## src/adc_port_pkg.sv

```systemverilog
// constants and types for the serial converter port
//
// Behaviour
// port active only while select low
// select high powers converter down (mux variant)
// mux variant powers down when idle
// host clocks at 14.4MHz for fastest rate
// fixed variant: first clock enables output
// two null bits precede result
// select high resets serial state
// config bits sampled on rising edge
// result bit changes rising, host latches next
// leading zeros ignored, first one starts
// four-bit word: address then two dummies
// further input ignored until select cycles
// address bits pick channel pair, polarity
// single-ended measures channel against ground
// dummy bits ignored, give acquisition time
// result msb first, then zeros forever
// fixed variant takes no config word
// unipolar coding only
// result is eight bits
// shared wire driven on fifth falling edge
// host releases wire before device drives
// sampling begins before first dummy bit
// conversion lasts 8.5 clock cycles
// output high-impedance when not driving
// select one means single-ended
package adc_port_pkg;
   localparam int unsigned RESULT_W = 8;
   localparam int unsigned CONFIG_W = 4;
   localparam int unsigned NULL_BITS = 2;
   localparam logic [3:0] CNT_W0 = 4'h0;
   localparam logic [4:0] CONV_HALF_CYCLES = 5'h11;
   localparam logic [4:0] CONV_W0 = 5'h00;
   localparam logic [3:0] DRIVE_FALL_EDGE = 4'h5;
   localparam logic [3:0] FALLS_MAX = 4'hf;
   localparam logic [3:0] SGL_SLOT = 4'h0;
   localparam logic [3:0] ODD_SLOT = 4'h1;
   typedef enum logic [2:0] {
      ST_IDLE = 3'b000,
      ST_START = 3'b001,
      ST_CONFIG = 3'b010,
      ST_NULL = 3'b011,
      ST_DATA = 3'b100,
      ST_ZERO = 3'b101
   } port_state_t;
endpackage

```

## src/adc_serial_port.sv

```systemverilog
// serial port and sequencer of an 8-bit sampling converter
`timescale 1ns/1ps
module adc_serial_port (
   // system
   input wire logic core_clk_i,
   input wire logic rstn_i,
   // variant strap: 1 = two-channel multiplexed
   input wire logic mux_variant_i,
   // serial pins, sampled synchronously
   input wire logic cs_n_i,
   input wire logic sclk_i,
   input wire logic din_i,
   output logic dout_o,
   output logic dout_oe_o,
   // converter core
   input wire logic [7:0] conv_data_i,
   output logic powered_o,
   output logic sample_o,
   output logic convert_o,
   output logic single_ended_select_o,
   output logic odd_sign_o,
   output logic [7:0] result_o
);
   // ---------------------------------------------
   // state and counters
   // ---------------------------------------------
   adc_port_pkg::port_state_t state_reg;
   adc_port_pkg::port_state_t state_next;
   logic sclk_reg;
   logic [3:0] cnt_reg;
   logic [3:0] cnt_next;
   logic [3:0] falls_reg;
   logic [3:0] falls_next;
   logic [7:0] shift_reg;
   logic [7:0] shift_next;
   logic [4:0] conv_reg;
   logic [4:0] conv_next;
   logic started_reg;
   logic started_next;

   // ---------------------------------------------
   // next values of the output flops
   // ---------------------------------------------
   logic dout_next;
   logic dout_oe_next;
   logic powered_next;
   logic sample_next;
   logic convert_next;
   logic single_ended_select_next;
   logic odd_sign_next;
   logic [7:0] result_next;

   // ---------------------------------------------
   // shift clock edge decode
   // ---------------------------------------------
   // sclk is a plain input sampled on core_clk, so an edge is seen
   // one core_clk after the pin moves
   wire rise = sclk_i & ~sclk_reg;
   wire fall = ~sclk_i & sclk_reg;
   wire active = ~cs_n_i;
   // a high select clears the serial state like a reset
   wire clear = ~rstn_i | ~active;

   // ---------------------------------------------
   // state decode
   // ---------------------------------------------
   wire in_idle = (state_reg == adc_port_pkg::ST_IDLE);
   wire in_start = (state_reg == adc_port_pkg::ST_START);
   wire in_config = (state_reg == adc_port_pkg::ST_CONFIG);
   wire in_null = (state_reg == adc_port_pkg::ST_NULL);
   wire in_data = (state_reg == adc_port_pkg::ST_DATA);
   wire in_zero = (state_reg == adc_port_pkg::ST_ZERO);

   // ---------------------------------------------
   // event decode
   // ---------------------------------------------
   // leading zeros never leave the start state
   wire start_seen = in_start & rise & din_i;
   // fixed variant: no word, first clock starts everything
   wire fixed_go = in_idle & ~mux_variant_i & rise;
   wire cfg_rise = in_config & rise;
   wire sgl_take = cfg_rise & (cnt_reg == adc_port_pkg::SGL_SLOT);
   wire odd_take = cfg_rise & (cnt_reg == adc_port_pkg::ODD_SLOT);
   wire cfg_last = cfg_rise & (cnt_reg == 4'(adc_port_pkg::CONFIG_W - 1));
   // hold starts on the fall after the second dummy bit
   wire hold_start = in_null & sample_o & fall;
   wire conv_start = fixed_go | hold_start;
   wire null_rise = in_null & rise;
   wire null_last = null_rise & (cnt_reg == 4'(adc_port_pkg::NULL_BITS));
   wire data_rise = in_data & rise;
   wire data_last = data_rise & (cnt_reg == 4'(adc_port_pkg::RESULT_W));
   wire zero_rise = in_zero & rise;
   // conversion is timed in sclk half periods
   wire conv_edge = convert_o & (rise | fall);
   wire conv_done = conv_edge & ((conv_reg + 5'h01) == adc_port_pkg::CONV_HALF_CYCLES);
   // falls counted from the start bit, saturating
   wire fall_count = started_reg & fall & (falls_reg != adc_port_pkg::FALLS_MAX);
   wire drive_fall = fall_count & ((falls_reg + 4'h1) == adc_port_pkg::DRIVE_FALL_EDGE);

   // ---------------------------------------------
   // next value selection
   // ---------------------------------------------
   assign cnt_next = fixed_go ? adc_port_pkg::CNT_W0 :
      start_seen ? adc_port_pkg::CNT_W0 :
      cfg_last ? adc_port_pkg::CNT_W0 :
      cfg_rise ? cnt_reg + 4'h1 :
      null_last ? 4'h1 :
      null_rise ? cnt_reg + 4'h1 :
      data_rise ? cnt_reg + 4'h1 :
      cnt_reg;

   assign falls_next = fall_count ? falls_reg + 4'h1 : falls_reg;

   assign started_next = start_seen | started_reg;

   assign conv_next = conv_edge ? conv_reg + 5'h01 : conv_reg;

   // result leaves msb first, zeros shift in behind it
   assign shift_next = conv_start ? conv_data_i :
      (null_last | data_rise) ? {shift_reg[6:0], 1'b0} :
      shift_reg;

   assign result_next = conv_start ? conv_data_i : result_o;

   assign dout_next = null_last ? shift_reg[7] :
      null_rise ? 1'b0 :
      data_last ? 1'b0 :
      data_rise ? shift_reg[7] :
      zero_rise ? 1'b0 :
      dout_o;

   // driver stays on until select goes high
   assign dout_oe_next = fixed_go | drive_fall | dout_oe_o;

   // mux variant draws power only from start bit to end of conversion
   assign powered_next = in_idle ? ~mux_variant_i :
      start_seen ? 1'b1 :
      (conv_done & mux_variant_i) ? 1'b0 :
      powered_o;

   // fixed variant tracks its input until the first clock
   assign sample_next = (in_idle & ~mux_variant_i) ? ~rise :
      odd_take ? 1'b1 :
      hold_start ? 1'b0 :
      sample_o;

   assign convert_next = conv_start ? 1'b1 :
      conv_done ? 1'b0 :
      convert_o;

   assign single_ended_select_next = sgl_take ? din_i : single_ended_select_o;

   assign odd_sign_next = odd_take ? din_i : odd_sign_o;

   // ---------------------------------------------
   // sequencer
   // ---------------------------------------------
   always_comb begin
      state_next = state_reg;
      case (state_reg)
         adc_port_pkg::ST_IDLE: begin
            if (mux_variant_i) begin
               state_next = adc_port_pkg::ST_START;
            end else if (rise) begin
               state_next = adc_port_pkg::ST_NULL;
            end
         end
         adc_port_pkg::ST_START: begin
            if (start_seen) begin
               state_next = adc_port_pkg::ST_CONFIG;
            end
         end
         adc_port_pkg::ST_CONFIG: begin
            if (cfg_last) begin
               // the rest of din is ignored from here on
               state_next = adc_port_pkg::ST_NULL;
            end
         end
         adc_port_pkg::ST_NULL: begin
            if (null_last) begin
               state_next = adc_port_pkg::ST_DATA;
            end
         end
         adc_port_pkg::ST_DATA: begin
            if (data_last) begin
               state_next = adc_port_pkg::ST_ZERO;
            end
         end
         adc_port_pkg::ST_ZERO: begin
            state_next = adc_port_pkg::ST_ZERO;
         end
         default: begin
            state_next = adc_port_pkg::ST_IDLE;
         end
      endcase
   end

   // ---------------------------------------------
   // edge detector flop
   // ---------------------------------------------
   // resets to the idle level of sclk so no false edge follows reset
   always_ff @(posedge core_clk_i) begin
      if (!rstn_i) begin
         sclk_reg <= 1'b0;
      end else begin
         sclk_reg <= sclk_i;
      end
   end

   // ---------------------------------------------
   // internal registers
   // ---------------------------------------------
   always_ff @(posedge core_clk_i) begin
      if (clear) begin
         state_reg <= adc_port_pkg::ST_IDLE;
      end else begin
         state_reg <= state_next;
      end
   end

   always_ff @(posedge core_clk_i) begin
      if (clear) begin
         cnt_reg <= adc_port_pkg::CNT_W0;
      end else begin
         cnt_reg <= cnt_next;
      end
   end

   always_ff @(posedge core_clk_i) begin
      if (clear) begin
         falls_reg <= adc_port_pkg::CNT_W0;
      end else begin
         falls_reg <= falls_next;
      end
   end

   always_ff @(posedge core_clk_i) begin
      if (clear) begin
         started_reg <= 1'b0;
      end else begin
         started_reg <= started_next;
      end
   end

   always_ff @(posedge core_clk_i) begin
      if (clear) begin
         conv_reg <= adc_port_pkg::CONV_W0;
      end else begin
         conv_reg <= conv_next;
      end
   end

   always_ff @(posedge core_clk_i) begin
      if (clear) begin
         shift_reg <= 8'h00;
      end else begin
         shift_reg <= shift_next;
      end
   end

   // ---------------------------------------------
   // serial output flops
   // ---------------------------------------------
   always_ff @(posedge core_clk_i) begin
      if (clear) begin
         dout_o <= 1'b0;
      end else begin
         dout_o <= dout_next;
      end
   end

   always_ff @(posedge core_clk_i) begin
      if (clear) begin
         dout_oe_o <= 1'b0;
      end else begin
         dout_oe_o <= dout_oe_next;
      end
   end

   // ---------------------------------------------
   // converter core flops
   // ---------------------------------------------
   always_ff @(posedge core_clk_i) begin
      if (clear) begin
         powered_o <= 1'b0;
      end else begin
         powered_o <= powered_next;
      end
   end

   always_ff @(posedge core_clk_i) begin
      if (clear) begin
         sample_o <= 1'b0;
      end else begin
         sample_o <= sample_next;
      end
   end

   always_ff @(posedge core_clk_i) begin
      if (clear) begin
         convert_o <= 1'b0;
      end else begin
         convert_o <= convert_next;
      end
   end

   always_ff @(posedge core_clk_i) begin
      if (clear) begin
         result_o <= 8'h00;
      end else begin
         result_o <= result_next;
      end
   end

   // ---------------------------------------------
   // captured address bits
   // ---------------------------------------------
   always_ff @(posedge core_clk_i) begin
      if (clear) begin
         single_ended_select_o <= 1'b0;
      end else begin
         single_ended_select_o <= single_ended_select_next;
      end
   end

   always_ff @(posedge core_clk_i) begin
      if (clear) begin
         odd_sign_o <= 1'b0;
      end else begin
         odd_sign_o <= odd_sign_next;
      end
   end

   // ---------------------------------------------
   // notes for users of this port
   // ---------------------------------------------
   // the word is taken on sclk rises, the result also changes on rises
   // the output driver never drops inside a frame
   // a cut frame is ended by the select going high, which
   // returns every flop above except sclk_reg to its idle value
   // the mux variant counts sclk falls from the start bit so the
   // shared wire is only taken after the host has let go of it
   // the conversion length is counted in half periods of sclk,
   // so it scales with whatever rate the host runs the clock at
   // the fixed variant keeps powered high while selected, only
   // the mux variant drops power between conversions
   // the captured result stays on result_o until select goes high
   // the address bits stay on their outputs until select goes high
   // the dummy bits are clocked past without being stored
   // any clock after the last result bit only shifts out zeros
endmodule

```

## config.mk

```make
export PLATFORM = sky130hd
export DESIGN_NAME = adc_serial_port
export DESIGN_NICKNAME = d
export VERILOG_FILES = /design/src/adc_port_pkg.sv /design/src/adc_serial_port.sv
export SDC_FILE = /design/constraint.sdc
export NUM_CORES = 1
export LEC_CHECK = 0
export BUFFER_PORTS_ARGS = -buffer_cell sky130_fd_sc_hd__buf_2
export CAP_MARGIN = 20
export CORE_MARGIN = 10
export CORE_UTILIZATION = 45
export DETAILED_ROUTE_END_ITERATION = 12
export HOLD_SLACK_MARGIN = 0.1
export PLACE_DENSITY = 0.65
export SLEW_MARGIN = 30
export SYNTH_ARGS = -nofsm -noshare
export SYNTH_HDL_FRONTEND = slang
export SYNTH_SLANG_ARGS = --single-unit
```

## constraint.sdc

```tcl
create_clock -name core_clk_i -period 5.3 [get_ports core_clk_i]
set_clock_uncertainty 0.2 [all_clocks]
set_input_delay 0.795 -clock core_clk_i [delete_from_list [all_inputs] [get_ports core_clk_i]]
set_output_delay 0.795 -clock core_clk_i [all_outputs]
set_load 0.02 [all_outputs]
```

# Word-level counts from Yosys, hierarchy flattened
# Cells that the tools add are included.
# op_classes
bitwise,35
addsub,3
muxes,26
n_reduce_logical,10
eq_ne,17
# op_table
op,n
$and 1x1->1,23
$mux 3,6
$pmux 3 s6,1
$mux 4,4
$mux 8,2
$mux 1,13
$add 4x1->4 const B,2
$eq 4x2->1 const B,2
$ne 2x1->1 const B,4
$or 1x1->1,7
$eq 3x2->1 const B,2
$eq 3x3->1 const B,2
$reduce_bool 3->1,2
$add 5x1->5 const B,1
$eq 5x5->1 const B,1
$not 1->1,5
$reduce_and 5->1,1
$reduce_bool 5->1,1
$eq 4x1->1 const B,1
$eq 4x3->1 const B,1
$eq 4x4->1 const B,1
$logic_not 4->1,1
$ne 4x4->1 const B,1
$reduce_bool 2->1,2
other kinds (5),5
# totals
input_bits,14
elab_cells,106
regBits,41

# Logic depth before layout (Yosys ltp)
# logic_depth
word_depth,9
ltp_mapped,9
depth_no_buf,7

# Worst setup path after synthesis
# OpenSTA, ideal clock, no wires.
# synth_timing
path_type,input -> register
startpoint,in sclk_i
endpoint,reg shift_reg[0]
n_path_buf,1
path_slack_ns,2.942
stages,7
arrival_ns,2.090
path_cell_list,ha_1 > buf_2 > nand2b_1 > nor3_4 > or3_4 > or2_1 > a21oi_2
# synth_via
elab_chain_cells,5
# synth_rtl
item,line_no,source
"start, declared",adc_serial_port.sv:11,"input wire logic sclk_i,"
$and 1x1->1 / $not 1->1 (equally long branches),"adc_serial_port.sv:58, adc_serial_port.sv:59",
"$and 1x1->1, on equally long branches","adc_serial_port.sv:88, adc_serial_port.sv:59",
"$and 1x1->1, on equally long branches","adc_serial_port.sv:89, adc_serial_port.sv:86",
"$or 1x1->1, on equally long branches","adc_serial_port.sv:120, adc_serial_port.sv:87",
$reduce_bool 2->1 (no line) / $mux 8 (equally long branches),-,
"end signal, assigned",adc_serial_port.sv:257,shift_reg <= shift_next;
"end, declared",adc_serial_port.sv:34,logic [7:0] shift_reg;
# Several ways; a longest one is shown, not always the timed one.
# A chain may end at the register's enable or synchronous reset.

# Worst setup path in the final report
# layout_timing
startpoint,in sclk_i
endpoint,reg result_o[7]
# layout_via
elab_chain_cells,4
# layout_rtl
item,line_no,source
$not 1->1,adc_serial_port.sv:59,wire fall = ~sclk_i & sclk_reg;
$and 1x1->1,adc_serial_port.sv:59,
$and 1x1->1,adc_serial_port.sv:86,wire hold_start = in_null & sample_o & fall;
$or 1x1->1 (*),adc_serial_port.sv:87,wire conv_start = fixed_go | hold_start;
"end signal, assigned",adc_serial_port.sv:311,result_o <= result_next;
"end, declared",adc_serial_port.sv:22,output logic [7:0] result_o
# Every way passes the cells marked *; elsewhere a longest branch is shown, timed or not.

==> flow_metrics.env <==
export IMPL_status="complete, no violations"
export IMPL_p_int_w=0.000472
export IMPL_hpwlAfterDp_um=3050
export IMPL_cp_arrival_ns=2.36
export IMPL_vias_per_cell=5.31
export IMPL_slowest_stage="ha_1"
export IMPL_rsz0062_at_grt="false"
export IMPL_irDropWorstVdd_uv=139
export IMPL_area_growth_pct=13.5
export IMPL_seq_power_share_pct=51.2
export IMPL_min_period_ns=2.34
export IMPL_maxSlewHeadroom_pct=54.9
export IMPL_yosys_mux_area_fraction_pct=1.57
export IMPL_synth_xor_area_share_pct=4.39
export IMPL_yosysWarningCount=0
export IMPL_netlist_instances=235
export IMPL_wl_per_cell_um=13.3
export IMPL_post_route_period_util_pct=44.1
export IMPL_setup_tns_final_ns=0
export IMPL_synth_ff_type="dfxtp_1"
export IMPL_antenna_found_initial=0
export IMPL_setup_violations=0
export IMPL_crit_path_max_fanout=10
export IMPL_cts_root_buf="clkbuf_8"
export IMPL_pwr_share_comb_pct=7.8
export IMPL_syn_num_nets=259
export IMPL_p_leak_nw=0.862
export IMPL_grt_max_degree=30
export IMPL_mostFrequentLayoutCell="dfxtp_1"
export IMPL_ios=29
export IMPL_yosys_area_share_simple_pct=24.4
export IMPL_synth_top_family_by_area="simple AND/OR/NAND/NOR gates"
export IMPL_die_h_um=86.6
export IMPL_clk_pin_slew_ns=0.08
export IMPL_drive_gt1_share_pct=17.9
export IMPL_synth_edf_count=0
export IMPL_die_area_mm2=0.00749
export IMPL_grt_first_pass_wirelength_um=7040
export IMPL_crit_type="input pin to register"
export IMPL_cts_htree_levels=2
export IMPL_finalHoldViolCount=0
export IMPL_hold_buffers=0
export IMPL_gp_routability_congestion=0.827
export IMPL_clkLatencyLatePin_ns=0.30
export IMPL_fin_nets=285
export IMPL_multiInputGateArea_mm2=0.00107
export IMPL_ys_types=48
export IMPL_pwr_density_cell_mw_per_mm2=275
export IMPL_drcViolationCount=0
export IMPL_final_cell_mix="41 x dfxtp_1, 38 x nand2_1, 28 x buf_2, 20 x a21oi_1, 20 x nor2_1"
export IMPL_cts_setup_buffers=0
export IMPL_cts_num_sinks=41
export IMPL_grt_use_total_pct=11.4
export IMPL_io_buffers=28
export IMPL_grt_pass1_vias=1513
export IMPL_finalWirelength_um=4190
export IMPL_n_fill_cell=413
export IMPL_synth_adder_area_share_pct=6.28
export IMPL_initial_core_util_pct=46.1
export IMPL_ys_async_sr_fraction_pct=0
export IMPL_crit_path_start_kind="input pin"
export IMPL_core_mm2=0.00432
export IMPL_drt_initial_drc_count=82
export IMPL_ys_seq_area_share_pct=41.2
export IMPL_crit_chain="buf_2 > ha_1 > nand2b_1 > nor3_4 > o21bai_2 > nand2_1 > a21oi_1"
export IMPL_p_sw_w=0.000149
export IMPL_cts_tree="built"
export IMPL_end_kind="register"
export IMPL_drv_cap=0
export IMPL_maxSlewViolCount=0
export IMPL_slowest_delay_ns=0.35
export IMPL_fin_cells=314
export IMPL_numCtsBuffers=5
export IMPL_swShare_pct=24.0
export IMPL_ctsResizeCount=0
export IMPL_placedCellCount=306
export IMPL_avgSynthCellArea_um2=8.48
export IMPL_rows=24
export IMPL_max_freq_mhz=428
export IMPL_fp_dieW_um=86.6
export IMPL_synth_seq_cells=41
export IMPL_required_ns=5.32
export IMPL_seq_area_um2=821
export IMPL_antenna_cells=0
export IMPL_clock_path_buffers=2
export IMPL_clock_power_share_pct=40.9
export IMPL_synth_compound_area_share_pct=17.0
export IMPL_overflow=0
export IMPL_antenna_left=0
export IMPL_netlist_area_mm2=0.00199
export IMPL_dr_pass1_iters=4
export IMPL_hp_class="register to register"
export IMPL_vias=1666
export IMPL_worst_slew_pin_slew_ns=0.676
cell usage after synthesis (2+ instances only):
library cell  instances  area share, %
a31oi_1               8            2.5
clkbuf_1              5           0.94
buf_2                 2           0.50
dfxtp_1              41             41
inv_1                12            2.3
or3_1                 2           0.63
a311oi_1              2           0.88
and2_1                2           0.63
mux2i_1               2            1.0
a21oi_1              20            5.0
xor2_1                7            3.1
nor2b_1               3           0.94
buf_6                 2            1.1
ha_1                 10            6.3
nor2_1               20            3.8
o21ai_1               3           0.75
nor3b_1               2           0.75
o31ai_1               2           0.75
nand2b_1              4            1.3
xnor2_1               3            1.3
nand4_1               3           0.94
o21ai_0               8            2.0
nand3_1               9            2.3
nand3b_1              2           0.75
nand2_1              38            7.2
final timing paths:
| path | slack, ns | cells after the start | start | end |
|---|---|---|---|---|
| max | 2.96 | 7 | sclk_i | result_o[7] |
| min | 0.25 | 2 | result_o[5] | result_o[5] |
| max reg2reg | 3.21 | 7 | sclk_reg | result_o[7] |
| min reg2reg | 0.25 | 2 | result_o[5] | result_o[5] |
metal layers:
metal | global-route usage, % | vias up | wire length [um]
li1 | - | 863 | -
met1 | 14.0 | 758 | 1980
met2 | 17.9 | 39 | 1920
met3 | 3.75 | 6 | 224
met4 | 4.42 | 0 | 63
met5 | 0 | - | 0
final cells by class:
cell class / instances / area share [%]
Clock inverter: 3 / 2.05
Inverter: 12 / 1.99
Sequential cell: 41 / 36.3
Timing Repair Buffer: 29 / 6.53
Tap cell: 52 / 2.88
Clock buffer: 5 / 3.04
Multi-Input combinational cell: 172 / 47.2
worst max-delay path: cells and delay by family:
kind,cells,cell delay [ns]
AND/OR/NAND/NOR,3,0.67
adder cells (fa/ha/maj),1,0.35
AO/OA/AOI/OAI,2,0.45
buffers and inverters,1,0.10
cell families (layout without fill, tap and decap cells):
family                     after synthesis  after routing
DFF                                     41             41
AOI/OAI and AO/OA                       53             53
buffers and inverters                   22             49
adders and majority gates               10             10
muxes                                    3              3
xor gates and xnor gates                10             10
and+or+nand+nor                         96             96
power groups by stage:
stage	clock, W	sequential [W]	combinational [W]
detailed placement	0	0.000326	0.0000490
global placement	0	0.000326	0.0000488
floorplan	0	0.000327	0.0000335
global route	0.000273	0.000319	0.0000547
finish	0.000254	0.000319	0.0000487
CTS	0.000261	0.000319	0.0000492
through the flow:
| stage | area, um2 | hold WS [ns] | worst slack (ns) | power, W | util, % |
|---|---|---|---|---|---|
| finish | 2260 | 0.254 | 2.96 | 0.000622 | 52.3 |
| global route | 2260 | 0.273 | 2.80 | 0.000648 | 52.3 |
| CTS | 2260 | 0.257 | 2.94 | 0.000629 | 52.3 |
| detailed placement | 2150 | 0.245 | 2.65 | 0.000375 | 49.7 |
| global placement | 2150 | 0.240 | 2.70 | 0.000375 | 49.7 |
| floorplan | 1990 | 0.248 | 2.94 | 0.000360 | - |
(Power assumes the default switching activity.)
